**src/hw/ais_map.vh**
```
/*
  Constants for the analog input scaling path: register offsets, field
  positions, reset values and the fixed-point format of the gains.
  Assumes it is included by bare name from the design files.
*/
// Function
// - Samples are 12-bit unsigned, 4095 steps
// - Default output is two's complement 16-bit
// - Feature register selects alternative output formats
// - Zero-based variant: 0, 0x3fff, 0x7fff mapping
// - Live-zero variant: 4 mA gives zero
// - No scaling: output (offset plus sample) times gain
// - Vendor scaling only: offset plus gain times value
// - User scaling only: user line on compensated value
// - Both: user line applied after vendor line
// - Feature register enables each scaling stage
// - Each coefficient has its own register
// - One 16-bit word, 8-bit status per channel
`ifndef AIS_MAP_VH
`define AIS_MAP_VH

// Channel count and widths
`define AIS_NCH 8
`define AIS_CHW 3
`define AIS_ADCW 12
`define AIS_DW 16
`define AIS_STW 8
`define AIS_AW 6

// Gains are signed with this many fraction bits (0x0800 is 1.0)
`define AIS_FRAC 11

// Register offsets
`define AIS_OFS_STATUS 6'h01
`define AIS_OFS_COMP_OFS 6'h11
`define AIS_OFS_COMP_GAIN 6'h12
`define AIS_OFS_VSC_OFS 6'h13
`define AIS_OFS_VSC_GAIN 6'h14
`define AIS_OFS_FEATURE 6'h20
`define AIS_OFS_USC_OFS 6'h21
`define AIS_OFS_USC_GAIN 6'h22

// Feature register fields
`define AIS_FEAT_VEN 0
`define AIS_FEAT_UEN 1
`define AIS_FEAT_FMT_LO 2
`define AIS_FEAT_FMT_HI 3

// Output formats
`define AIS_FMT_TWOS 2'h0
`define AIS_FMT_SIGNMAG 2'h1
`define AIS_FMT_ALT 2'h2

// Datapath operation codes
`define AIS_OP_PASS 2'h0
`define AIS_OP_PRE 2'h1
`define AIS_OP_POST 2'h2

// Reset values
`define AIS_RST_FEATURE 16'h0001
`define AIS_RST_COMP_OFS 16'h0000
`define AIS_RST_GAIN_ONE 16'h0800
`define AIS_RST_VSC_OFS_ZB 16'h0000
`define AIS_RST_VSC_GAIN_ZB 16'h4004
`define AIS_RST_VSC_OFS_LZ 16'he000
`define AIS_RST_VSC_GAIN_LZ 16'h5004
`define AIS_RST_USC_OFS 16'h0000

`endif

```
**src/hw/ais_mac.v**
```verilog
/*
  Straight-line arithmetic stage: pass, (b + x) * a or b + a * x, with
  saturation to signed 16 bits and a registered result.
  Assumes ais_map.vh constants and one clock with async low reset.
*/
`include "ais_map.vh"
`default_nettype none

module ais_mac (
  // Clock and reset
  input wire ref_clk_i,
  input wire rst_b_i,
  // Operands
  input wire [1:0] op_i,
  input wire signed [15:0] x_i,
  input wire signed [15:0] a_i,
  input wire signed [15:0] b_i,
  // Result
  output reg signed [15:0] y_o,
  output reg sat_o
);

  reg signed [33:0] wide; // Full-precision result before clamping
  reg signed [16:0] sum; // Offset plus sample for pre-add form

  // Combinational line equation
  always @* begin
    sum = {b_i[15], b_i} + {x_i[15], x_i};
    case (op_i)
      `AIS_OP_PRE: wide = (sum * a_i) >>> `AIS_FRAC;
      `AIS_OP_POST: wide = ((x_i * a_i) >>> `AIS_FRAC) + b_i;
      default: wide = {{18{x_i[15]}}, x_i};
    endcase
  end

  // Clamp instead of wrapping; the per-result flag, set again on every edge, feeds channel status
  always @(posedge ref_clk_i or negedge rst_b_i) begin
    if (!rst_b_i) begin
      y_o <= 16'sh0000;
      sat_o <= 1'b0;
    end else if (wide > 34'sh0_0000_7fff) begin
      y_o <= 16'sh7fff;
      sat_o <= 1'b1;
    end else if (wide < -34'sh0_0000_8000) begin
      y_o <= 16'sh8000;
      sat_o <= 1'b1;
    end else begin
      y_o <= wide[15:0];
      sat_o <= 1'b0;
    end
  end

endmodule // ais_mac

`default_nettype wire

```
**src/hw/ais_ram.v**
```verilog
/*
  Per-channel process data store: one write port from the datapath, one
  read port for the coupler, read data held in a register.
  Assumes a single clock; a write and a read of one channel in the same
  cycle returns the old word.
*/
`include "ais_map.vh"
`default_nettype none

module ais_ram (
  // Clock and reset
  input wire ref_clk_i,
  input wire rst_b_i,
  // Write port
  input wire wr_i,
  input wire [`AIS_CHW-1:0] wr_ch_i,
  input wire [`AIS_DW+`AIS_STW-1:0] wr_word_i,
  // Read port
  input wire rd_i,
  input wire [`AIS_CHW-1:0] rd_ch_i,
  output reg [`AIS_DW+`AIS_STW-1:0] rd_word_o
);

  reg [`AIS_DW+`AIS_STW-1:0] mem [0:`AIS_NCH-1]; // Status byte above data word

  // Whole word written in one edge so the coupler never sees a half update
  always @(posedge ref_clk_i) begin
    if (wr_i) begin
      mem[wr_ch_i] <= wr_word_i;
    end
  end

  // Registered read
  always @(posedge ref_clk_i or negedge rst_b_i) begin
    if (!rst_b_i) begin
      rd_word_o <= 24'h000000;
    end else if (rd_i) begin
      rd_word_o <= mem[rd_ch_i];
    end
  end

endmodule // ais_ram

`default_nettype wire

```
**src/hw/ais_core.v**
```verilog
/*
  Analog input scaling path top: accepts converter samples, runs them
  through compensation, vendor and user straight-line scaling on one
  shared stage, formats the result and stores it per channel.
  Assumes samples and register strobes are synchronous to ref_clk_i and
  that the converter holds a sample until it is taken.
*/
`include "ais_map.vh"
`default_nettype none

module ais_core #(
  parameter LIVE_ZERO = 0 // 1 selects the 4 to 20 mA reset scaling
) (
  // Clock and reset
  input wire ref_clk_i,
  input wire rst_b_i,
  // Converter samples
  input wire samp_valid_i,
  input wire [`AIS_CHW-1:0] samp_ch_i,
  input wire [`AIS_ADCW-1:0] samp_data_i,
  output reg samp_ready_o,
  // Coupler process data read
  input wire pd_rd_i,
  input wire [`AIS_CHW-1:0] pd_ch_i,
  output wire [`AIS_DW-1:0] pd_data_o,
  output wire [`AIS_STW-1:0] pd_status_o,
  // Register port
  input wire [`AIS_AW-1:0] reg_addr_i,
  input wire [`AIS_DW-1:0] reg_wdata_i,
  input wire reg_wr_i,
  input wire reg_rd_i,
  output reg [`AIS_DW-1:0] reg_rdata_o
);

  // One-hot sequencer states
  localparam [4:0] ST_IDLE = 5'h01;
  localparam [4:0] ST_COMP = 5'h02;
  localparam [4:0] ST_VEND = 5'h04;
  localparam [4:0] ST_USER = 5'h08;
  localparam [4:0] ST_WR = 5'h10;

  // Reset values that depend on the current-range variant
  localparam [15:0] VSC_OFS_RST = LIVE_ZERO ? `AIS_RST_VSC_OFS_LZ : `AIS_RST_VSC_OFS_ZB;
  localparam [15:0] VSC_GAIN_RST = LIVE_ZERO ? `AIS_RST_VSC_GAIN_LZ : `AIS_RST_VSC_GAIN_ZB;

  // Configuration registers
  reg [15:0] feature_config_reg; // Stage enables and output format
  reg [15:0] vendor_comp_offset_reg; // Compensation offset
  reg [15:0] vendor_comp_gain_reg; // Compensation gain
  reg [15:0] vendor_scale_offset_reg; // Vendor line offset
  reg [15:0] vendor_scale_gain_reg; // Vendor line gain
  reg [15:0] user_scale_offset_reg; // User line offset
  reg [15:0] user_scale_gain_reg; // User line gain

  // Sequencer state
  reg [4:0] state; // Current step
  reg [4:0] next_state; // Step after this edge
  reg [`AIS_CHW-1:0] cur_ch; // Channel being processed
  reg [`AIS_ADCW-1:0] cur_raw; // Captured raw sample
  reg sat_seen; // Any stage clamped this sample
  reg sat_any; // Sticky clamp indicator for software
  reg [`AIS_CHW-1:0] last_ch; // Last channel written

  // Shared stage operands and result
  reg [1:0] mac_op;
  reg [15:0] mac_x;
  reg [15:0] mac_a;
  reg [15:0] mac_b;
  wire signed [15:0] mac_y;
  wire mac_sat;

  // Formatting
  wire [1:0] fmt_sel;
  reg [15:0] fmt_word;
  wire [15:0] mag;
  wire [23:0] rd_word;
  wire samp_take;

  assign fmt_sel = feature_config_reg[`AIS_FEAT_FMT_HI:`AIS_FEAT_FMT_LO];
  assign samp_take = samp_valid_i & samp_ready_o;
  assign mag = mac_y[15] ? (16'h0000 - mac_y) : mac_y;

  // Next-state logic for the time-multiplexed datapath
  always @* begin
    case (state)
      ST_IDLE: next_state = samp_take ? ST_COMP : ST_IDLE;
      ST_COMP: next_state = ST_VEND;
      ST_VEND: next_state = ST_USER;
      ST_USER: next_state = ST_WR;
      ST_WR: next_state = ST_IDLE;
      default: next_state = ST_IDLE;
    endcase
  end

  // Operand select: COMP and each enabled scaling state feed one line equation to the shared stage; other states pass
  always @* begin
    mac_op = `AIS_OP_PASS;
    mac_x = mac_y;
    mac_a = 16'h0000;
    mac_b = 16'h0000;
    case (state)
      ST_COMP: begin
        // Raw sample enters as a positive 12-bit value
        mac_op = `AIS_OP_PRE;
        mac_x = {4'h0, cur_raw};
        mac_a = vendor_comp_gain_reg;
        mac_b = vendor_comp_offset_reg;
      end
      ST_VEND: begin
        if (feature_config_reg[`AIS_FEAT_VEN]) begin
          mac_op = `AIS_OP_POST;
          mac_a = vendor_scale_gain_reg;
          mac_b = vendor_scale_offset_reg;
        end
      end
      ST_USER: begin
        // Input is vendor result when enabled, else the compensated value
        if (feature_config_reg[`AIS_FEAT_UEN]) begin
          mac_op = `AIS_OP_POST;
          mac_a = user_scale_gain_reg;
          mac_b = user_scale_offset_reg;
        end
      end
      default: begin
        mac_op = `AIS_OP_PASS;
      end
    endcase
  end

  // Shared arithmetic stage
  ais_mac u_mac (
    .ref_clk_i(ref_clk_i),
    .rst_b_i(rst_b_i),
    .op_i(mac_op),
    .x_i(mac_x),
    .a_i(mac_a),
    .b_i(mac_b),
    .y_o(mac_y),
    .sat_o(mac_sat)
  );

  // Output representation chosen by the feature register
  always @* begin
    case (fmt_sel)
      `AIS_FMT_SIGNMAG: begin
        // -32768 has no magnitude form; clamp it to the largest one
        fmt_word = (mac_y == 16'sh8000) ? 16'hffff : {mac_y[15], mag[14:0]};
      end
      `AIS_FMT_ALT: fmt_word = {~mac_y[15], mac_y[14:0]};
      default: fmt_word = mac_y;
    endcase
  end

  // Sequencer registers and sample capture
  always @(posedge ref_clk_i or negedge rst_b_i) begin
    if (!rst_b_i) begin
      state <= ST_IDLE;
      samp_ready_o <= 1'b1;
      cur_ch <= 3'h0;
      cur_raw <= 12'h000;
      sat_seen <= 1'b0;
      sat_any <= 1'b0;
      last_ch <= 3'h0;
    end else begin
      state <= next_state;
      // Ready only in idle, so a new sample waits until the word is stored
      samp_ready_o <= (next_state == ST_IDLE);
      if (samp_take) begin
        cur_ch <= samp_ch_i;
        cur_raw <= samp_data_i;
      end
      // Clamps from each stage accumulate into the channel status
      if (state == ST_COMP) begin
        sat_seen <= 1'b0;
      end else if (state != ST_IDLE && mac_sat) begin
        sat_seen <= 1'b1;
      end
      if (state == ST_WR) begin
        last_ch <= cur_ch;
      end
      // Set wins over a clear in the same cycle
      if (state == ST_WR && (sat_seen | mac_sat)) begin
        sat_any <= 1'b1;
      end else if (reg_rd_i && reg_addr_i == `AIS_OFS_STATUS) begin
        sat_any <= 1'b0;
      end
    end
  end

  // Per-channel process data store
  ais_ram u_ram (
    .ref_clk_i(ref_clk_i),
    .rst_b_i(rst_b_i),
    .wr_i(state == ST_WR),
    .wr_ch_i(cur_ch),
    .wr_word_i({7'h00, sat_seen | mac_sat, fmt_word}),
    .rd_i(pd_rd_i),
    .rd_ch_i(pd_ch_i),
    .rd_word_o(rd_word)
  );

  // Word and status byte come from the store's output register
  assign pd_data_o = rd_word[15:0];
  assign pd_status_o = rd_word[23:16];

  // Register writes
  always @(posedge ref_clk_i or negedge rst_b_i) begin
    if (!rst_b_i) begin
      feature_config_reg <= `AIS_RST_FEATURE;
      vendor_comp_offset_reg <= `AIS_RST_COMP_OFS;
      vendor_comp_gain_reg <= `AIS_RST_GAIN_ONE;
      vendor_scale_offset_reg <= VSC_OFS_RST;
      vendor_scale_gain_reg <= VSC_GAIN_RST;
      user_scale_offset_reg <= `AIS_RST_USC_OFS;
      user_scale_gain_reg <= `AIS_RST_GAIN_ONE;
    end else if (reg_wr_i) begin
      // Writes take effect at the next stage that reads them
      case (reg_addr_i)
        `AIS_OFS_FEATURE: feature_config_reg <= reg_wdata_i;
        `AIS_OFS_COMP_OFS: vendor_comp_offset_reg <= reg_wdata_i;
        `AIS_OFS_COMP_GAIN: vendor_comp_gain_reg <= reg_wdata_i;
        `AIS_OFS_VSC_OFS: vendor_scale_offset_reg <= reg_wdata_i;
        `AIS_OFS_VSC_GAIN: vendor_scale_gain_reg <= reg_wdata_i;
        `AIS_OFS_USC_OFS: user_scale_offset_reg <= reg_wdata_i;
        `AIS_OFS_USC_GAIN: user_scale_gain_reg <= reg_wdata_i;
        default: begin
          // Unmapped writes are dropped
        end
      endcase
    end
  end

  // Register reads: data in the cycle after the strobe, zero otherwise
  always @(posedge ref_clk_i or negedge rst_b_i) begin
    if (!rst_b_i) begin
      reg_rdata_o <= 16'h0000;
    end else if (reg_rd_i) begin
      case (reg_addr_i)
        `AIS_OFS_STATUS: reg_rdata_o <= {11'h000, sat_any, last_ch, ~samp_ready_o};
        `AIS_OFS_FEATURE: reg_rdata_o <= feature_config_reg;
        `AIS_OFS_COMP_OFS: reg_rdata_o <= vendor_comp_offset_reg;
        `AIS_OFS_COMP_GAIN: reg_rdata_o <= vendor_comp_gain_reg;
        `AIS_OFS_VSC_OFS: reg_rdata_o <= vendor_scale_offset_reg;
        `AIS_OFS_VSC_GAIN: reg_rdata_o <= vendor_scale_gain_reg;
        `AIS_OFS_USC_OFS: reg_rdata_o <= user_scale_offset_reg;
        `AIS_OFS_USC_GAIN: reg_rdata_o <= user_scale_gain_reg;
        default: reg_rdata_o <= 16'h0000;
      endcase
    end else begin
      reg_rdata_o <= 16'h0000;
    end
  end

endmodule // ais_core

`default_nettype wire

```
**config.mk**
```make
export PLATFORM = sky130hd
export DESIGN_NAME = ais_core
export DESIGN_NICKNAME = d
export VERILOG_FILES = /design/src/hw/ais_mac.v /design/src/hw/ais_ram.v /design/src/hw/ais_core.v
export VERILOG_INCLUDE_DIRS = /design/src /design/src/hw
export SDC_FILE = /design/constraint.sdc
export NUM_CORES = 2
export LEC_CHECK = 0
export BUFFER_PORTS_ARGS = -buffer_cell sky130_fd_sc_hd__buf_2
export CORE_MARGIN = 2
export CORE_UTILIZATION = 55
export CTS_CLUSTER_DIAMETER = 30
export DETAILED_ROUTE_END_ITERATION = 8
export GPL_ROUTABILITY_DRIVEN = 0
export GPL_TIMING_DRIVEN = 1
export HOLD_SLACK_MARGIN = 0.03
export PLACE_DENSITY = 0.75
export RECOVER_POWER = 100
export SYNTH_ARGS = -nofsm -noshare
export SYNTH_HDL_FRONTEND = slang
export SYNTH_SLANG_ARGS = --single-unit
```
**constraint.sdc**
```tcl
create_clock -name ref_clk_i -period 26.2 [get_ports ref_clk_i]
set_clock_uncertainty 0.1 [all_clocks]
set_input_delay 0 -clock ref_clk_i [delete_from_list [all_inputs] [get_ports ref_clk_i]]
set_output_delay 0 -clock ref_clk_i [all_outputs]
set_load 0.02 [all_outputs]
```
Yosys cells after proc, flatten, opt, wreduce, memory -nomap -nowiden. Memories as Yosys holds them, arrays and structs flattened. A register that Yosys moved wholly into a read port is not among the register bits. Cells that the tools add are included.

Divide/modulo/power cells: 0. Mux-type cells: 28. Multiply operators: 2. Reductions and logical operators: 13. Bitwise gates (word level): 4. Eq/ne operators: 20. $lt $le $gt $ge: 2. Shift-type cells: 0. $add $sub $neg: 3.

Operators with widths (number): $mux W16 (9); $pmux W16 S8 (1); $pmux W16 S3 (2); $pmux W34 S2 (1); $gt A34 B16 Y1 const B (1); $lt A34 B16 Y1 const B (1); $mul A17 B16 Y33 (1); $mul A16 B16 Y32 (1); $pmux W16 S2 (1); $eq A6 B5 Y1 const B (4); $add A21 B16 Y22 (1); $pmux W5 S4 (1); $eq A6 B6 Y1 const B (3); $add A16 B16 Y17 (1); $eq A16 B16 Y1 const B (1); $mux W15 (1); $sub A1 B15 Y15 const A (1); $reduce_and A2 Y1 (7); $eq A5 B1 Y1 const B (2); $mux W1 (8); $eq A6 B1 Y1 const B (1); $mux W2 (3); $pmux W2 S3 (1); $eq A5 B2 Y1 const B (1); 12 further kinds (18).

Memory bits (read-only): 0. Bits in registers: 195. Memory bits (writable): 136. Input port bits: 46. Output and inout bits: 41. Memories kept: 1. Bits in latches: 0.

Memory list: u_ram.mem (words 8, bits a word 17, read ports 1, clocked after Yosys merged registers in 1, wr ports 1, RTL line ais_ram.v:24) `` reg [`AIS_DW+`AIS_STW-1:0] mem [0:`AIS_NCH-1]; ``.

Longest topological paths before layout.
Word-level depth: 8. Gate-level depth with buffers: 49. Mapped depth without buffers: 44.

By module. Synthesis repeated with hierarchy kept, for this count alone.

Cells, all modules: 3738. Area total of the unflattened synthesis: 39132.5 um^2.

Modules (own cells, without submodules): ais_mac (times used 1, area each 22919.5 um^2, cells each 2604); ais_ram (times used 1, area each 8428.1 um^2, cells each 480); ais_core (times used 1, area each 7785.0 um^2, cells each 654).

Least setup slack after synthesis. OpenSTA, ideal clock, no wires.

Kind: reg-to-reg. Start: register state[4]. End: register u_mac.y_o[4]. Path slack: 14.445 ns. Stages on the path, launching flop included: 48. Path buffers: 6. Library setup time: 0.137 ns. Arrival time: 11.518 ns. Data required time: 25.963 ns. Path through: dfrtp_1 > nor4_2 > nand2_1 > inv_1 > buf_1 > clkbuf_1 > buf_1 > clkbuf_1 > nand2_1 > nand2_1 > ha_1 > inv_1 > fa_1 > nor2b_1 > o21ai_0 > a21boi_0 > o21ai_0 > a21boi_0 > [... 12 more ...] > fa_1 > fa_1 > inv_1 > fa_1 > inv_1 > ha_1 > a21o_1 > a21oi_1 > o21a_1 > o211ai_1 > a21o_1 > a31oi_1 > mux2_2 > a211o_1 > or4_1 > o31ai_4 > buf_6 > o21ai_1.

Cells in the longest elaborated chain, start to end: 8. Elaborated cells on any way between the ends: 18.

Ends and longest elaborated chain: from (decl) (RTL line ais_core.v:56) `reg [4:0] state;`; from (signal assigned) (RTL line ais_core.v:165) `state <= next_state;`; $eq A5 B4 Y1, or another cell as far along (RTL line ais_core.v:101) `case (state)`; $pmux W16 S3 / $mux W16 (equally long branches) (RTL line ais_core.v:101); $mul A16 B16 Y32 / $add A16 B16 Y17 (equally long branches) (RTL line ais_mac.v:31, ais_mac.v:28); $add A21 B16 Y22 / $mul A17 B16 Y33 (equally long branches) (RTL line ais_mac.v:31, ais_mac.v:30); $pmux W34 S2 (*) (RTL line ais_mac.v:29) `case (op_i)`; $lt A34 B16 Y1 (RTL line ais_mac.v:44) `end else if (wide < -34'sh0_0000_8000) begin`; $mux W16 (RTL line ais_mac.v:44); $mux W16 (*) (RTL line ais_mac.v:41) `end else if (wide > 34'sh0_0000_7fff) begin`; to (signal assigned) (RTL line ais_mac.v:48) `y_o <= wide[15:0];`; to (decl) (RTL line ais_mac.v:19) `output reg signed [15:0] y_o,`.

Every way passes the cells marked *; elsewhere a longest branch is shown, timed or not. A chain may end at the register's enable or synchronous reset.

Worst setup path after layout.
Start: register state[4]. End: register u_mac.y_o[6].

Same word-level chain as after synthesis.

==> out/results.ini <==
[floorplanning]
start_util=0.556
die_area_sq_um=65800
fp.dieH_um=257
die_x_um=257
core-area_sq_um=63100
ios=87
num_rows=92

[synthesis]
synth_area_sq_um=35100
synthFlopType=dfrtp_1
synth-edff-count=136
synth_seq_cells=324
ys_async_sr_fraction=0.580
yosysWarnings=0
syn_area_per_cell_sq_um=10.1
synth_cell_type_count=79
synth-seq-area-share=0.251
synthCells=3460

[timing]
final-max-slew-violation-count=257
fin_ws_ns=10.34
final-setup-viol-count=0
period_share=0.605
finalSetupTns_ns=0
fin_crit_ns=15.86
max-slew-margin-rel=-3.40
holdWs_ns=0.129
worst_pin_slew_ns=6.60
fmax_mhz=63.0
hold_viol=0
rsz0062_at_grt=no

[status]
status=complete, but fails checks
violations=max-capacitance violations, max-slew violations

[clock_network]
path_clk_slew_ns=0.05
cts_root_buffer=clkbuf_16
clk_latency_ns=0.56
numClockSinks=324
postCtsSetupBuffers=0
cts_tree=done
clockBufferDepth=3
cts.htree.levels=2
cts_buffers=42

[final_layout]
n_antenna_cell=0
largest_reg_flops=136
top_register=u_ram.mem
reg_top3=u_ram.mem: 136 flops, u_ram.rd_word_o: 17 flops
regArea_sq_um=8800
final_cells=4432
nNetsFinal=4339
area_delta_synth_final_pct=9.01
nFillCells=5117
multiInputGateArea_sq_um=23300
layout-drive-gt1-share=0.0956

[grt]
gr-total-overflow=0
grt_pass1_vias=27200
antenna_found_initial=2
track_usage=0.300
grt_pass1_wl_mm=152
grt_max_degree=115

[power]
p_sw_uw=842
comb_power_share=0.377
peakVddDrop_uv=35.5
p_int_mw=1.21
p_seq_frac=0.333
leakagePower_nw=18.2
clock_power_share=0.290
swShare=0.411
power_mw=2.05
p_per_area_nw_per_um2=53.6

[drt]
via_count=26000
drcViolationCount=0
wl_per_cell_um=21.7
wl_mm=96.3
viasPerCell=5.86
ant_nets=0
drtIter0Drc=2480
dr.pass1.iters=6

[critical_path]
critPathBufInv=7
slowest_delay_ns=2.00
cp-startpoint=state[4]$_DFF_PN0_
critPathKind=reg -> reg
end_kind=flop
worst_path_most_repeated_cell=fa_1
crit_slowest_cell=clkbuf_1
cp-start-kind=flop
timing.rr.start=state[4]$_DFF_PN0_
cp_top_family=compound AO/OA/AOI/OAI gates
critical_path_required_ns=26.42
cp_max_fo=48
critical_path_arrival_ns=16.09

[hold_path]
hp-start=samp_ch_i[2]
hp-class=in -> reg

[place]
dp_hpwl_mm=70.9
port_buffers=79
dp_slack_ns=13.21
dp.cells=4308

[run]
drv_cap=4

## timing repair
item | 4_1_cts | 5_1_grt
endpoints found under the setup margin | 0 | 0
hold buffers | 45 | 0
resized for setup | 0 | 0
hold endpoints to repair | 263 | 0
## layer usage
layer	global-route usage	part of all wire	vias up	routed length (um)
li1	-	-	11300	-
met2	0.478	0.47	1305	44900
met1	0.389	0.38	13000	36600
met4	0.153	0.060	4	5810
met3	0.0641	0.094	339	9020
met5	0	0.00031	-	30
## placed cells by master, fill, tap and decap left out, drive strengths merged, types with 26 or more instances in the layout
cell type      n
mux2         132
xnor2         58
and2          30
a22oi         66
a31oi         26
mux2i         37
nor2         350
inv          633
nand2        395
clkbuf       110
ha           202
dfrtp        181
dlygate4sd3   45
nand3         32
mux4          34
fa           539
a21oi        112
edfxtp       136
buf           82
o21ai         64
## cells in the mapped netlist, types with 32 or more instances
library cell  count  area share
inv_1           625       0.067
fa_1            539        0.31
nand2_1         395       0.042
nor2_1          350       0.037
ha_1            202       0.072
dfrtp_1         181        0.13
edfxtp_1        136        0.12
mux2_2          132       0.042
clkbuf_1        116       0.012
a21oi_1         112       0.016
a22oi_1          66       0.014
o21ai_0          62      0.0088
xnor2_1          58       0.014
mux2i_1          37       0.011
mux4_2           34       0.022
nand3_1          32      0.0046
## power by group through the flow
stage               sequential (mW)  clock [mW]  combinational, mW
floorplan                     0.653           0              0.487
global placement              0.685           0              0.732
detailed placement            0.686           0              0.748
CTS                           0.678       0.601              0.759
global route                  0.685       0.623              0.833
finish                        0.682       0.594              0.774
## layout make-up
class                   count  share of cell area
inverters                 633              0.0622
clock buffers              54              0.0300
well taps                 846              0.0277
flip-flops and latches    324               0.230
multi-input cells        2368               0.611
clock inverters            24             0.00871
repair buffers            183              0.0307
## worst register-to-register path: cells and delay by family, from the launching register on
family	cells	cell delay [ns]
mux	1	0.36
flops	1	0.42
simple gates	5	1.53
compound gates	19	6.37
fa+ha+maj	8	3.76
buf+inv	7	3.07
## kinds of logic (layout without fill, tap and decap cells)
logic type / count (synthesis) / in the layout / share of synthesized area
mux: 203 / 203 / 0.0748
fa+ha+maj: 741 / 741 / 0.380
buf+inv: 774 / 894 / 0.0840
other cells: 1 / 7 / 0.000107
xor+xnor: 83 / 83 / 0.0207
simple gates: 928 / 928 / 0.111
compound gates: 406 / 406 / 0.0784
flops: 324 / 324 / 0.251
## through the flow
step | instance area, sq um | util
2_1_floorplan | 35100 | -
3_3_place_gp | 36500 | 0.578
3_5_place_dp | 36500 | 0.578
4_1_cts | 38400 | 0.609
5_1_grt | 38200 | 0.606
6_report | 38200 | 0.606
## worst paths after layout
check / end / slack, ns / cells after the start
min in group asynchronous: u_ram.rd_word_o[11]$_DFFE_PN0P_ / 2.37 / 2
setup reg to reg: u_mac.y_o[6]$_DFF_PN0_ / 10.34 / 40
hold / removal: cur_ch[2]$_DFFE_PN0P_ / 0.13 / 3
max in group asynchronous: user_scale_offset_reg[8]$_DFFE_PN0P_ / 17.68 / 3
hold reg to reg: feature_config_reg[12]$_DFFE_PN0P_ / 0.41 / 1
setup / recovery: u_mac.y_o[6]$_DFF_PN0_ / 10.34 / 40
(Power assumes the default switching activity.)
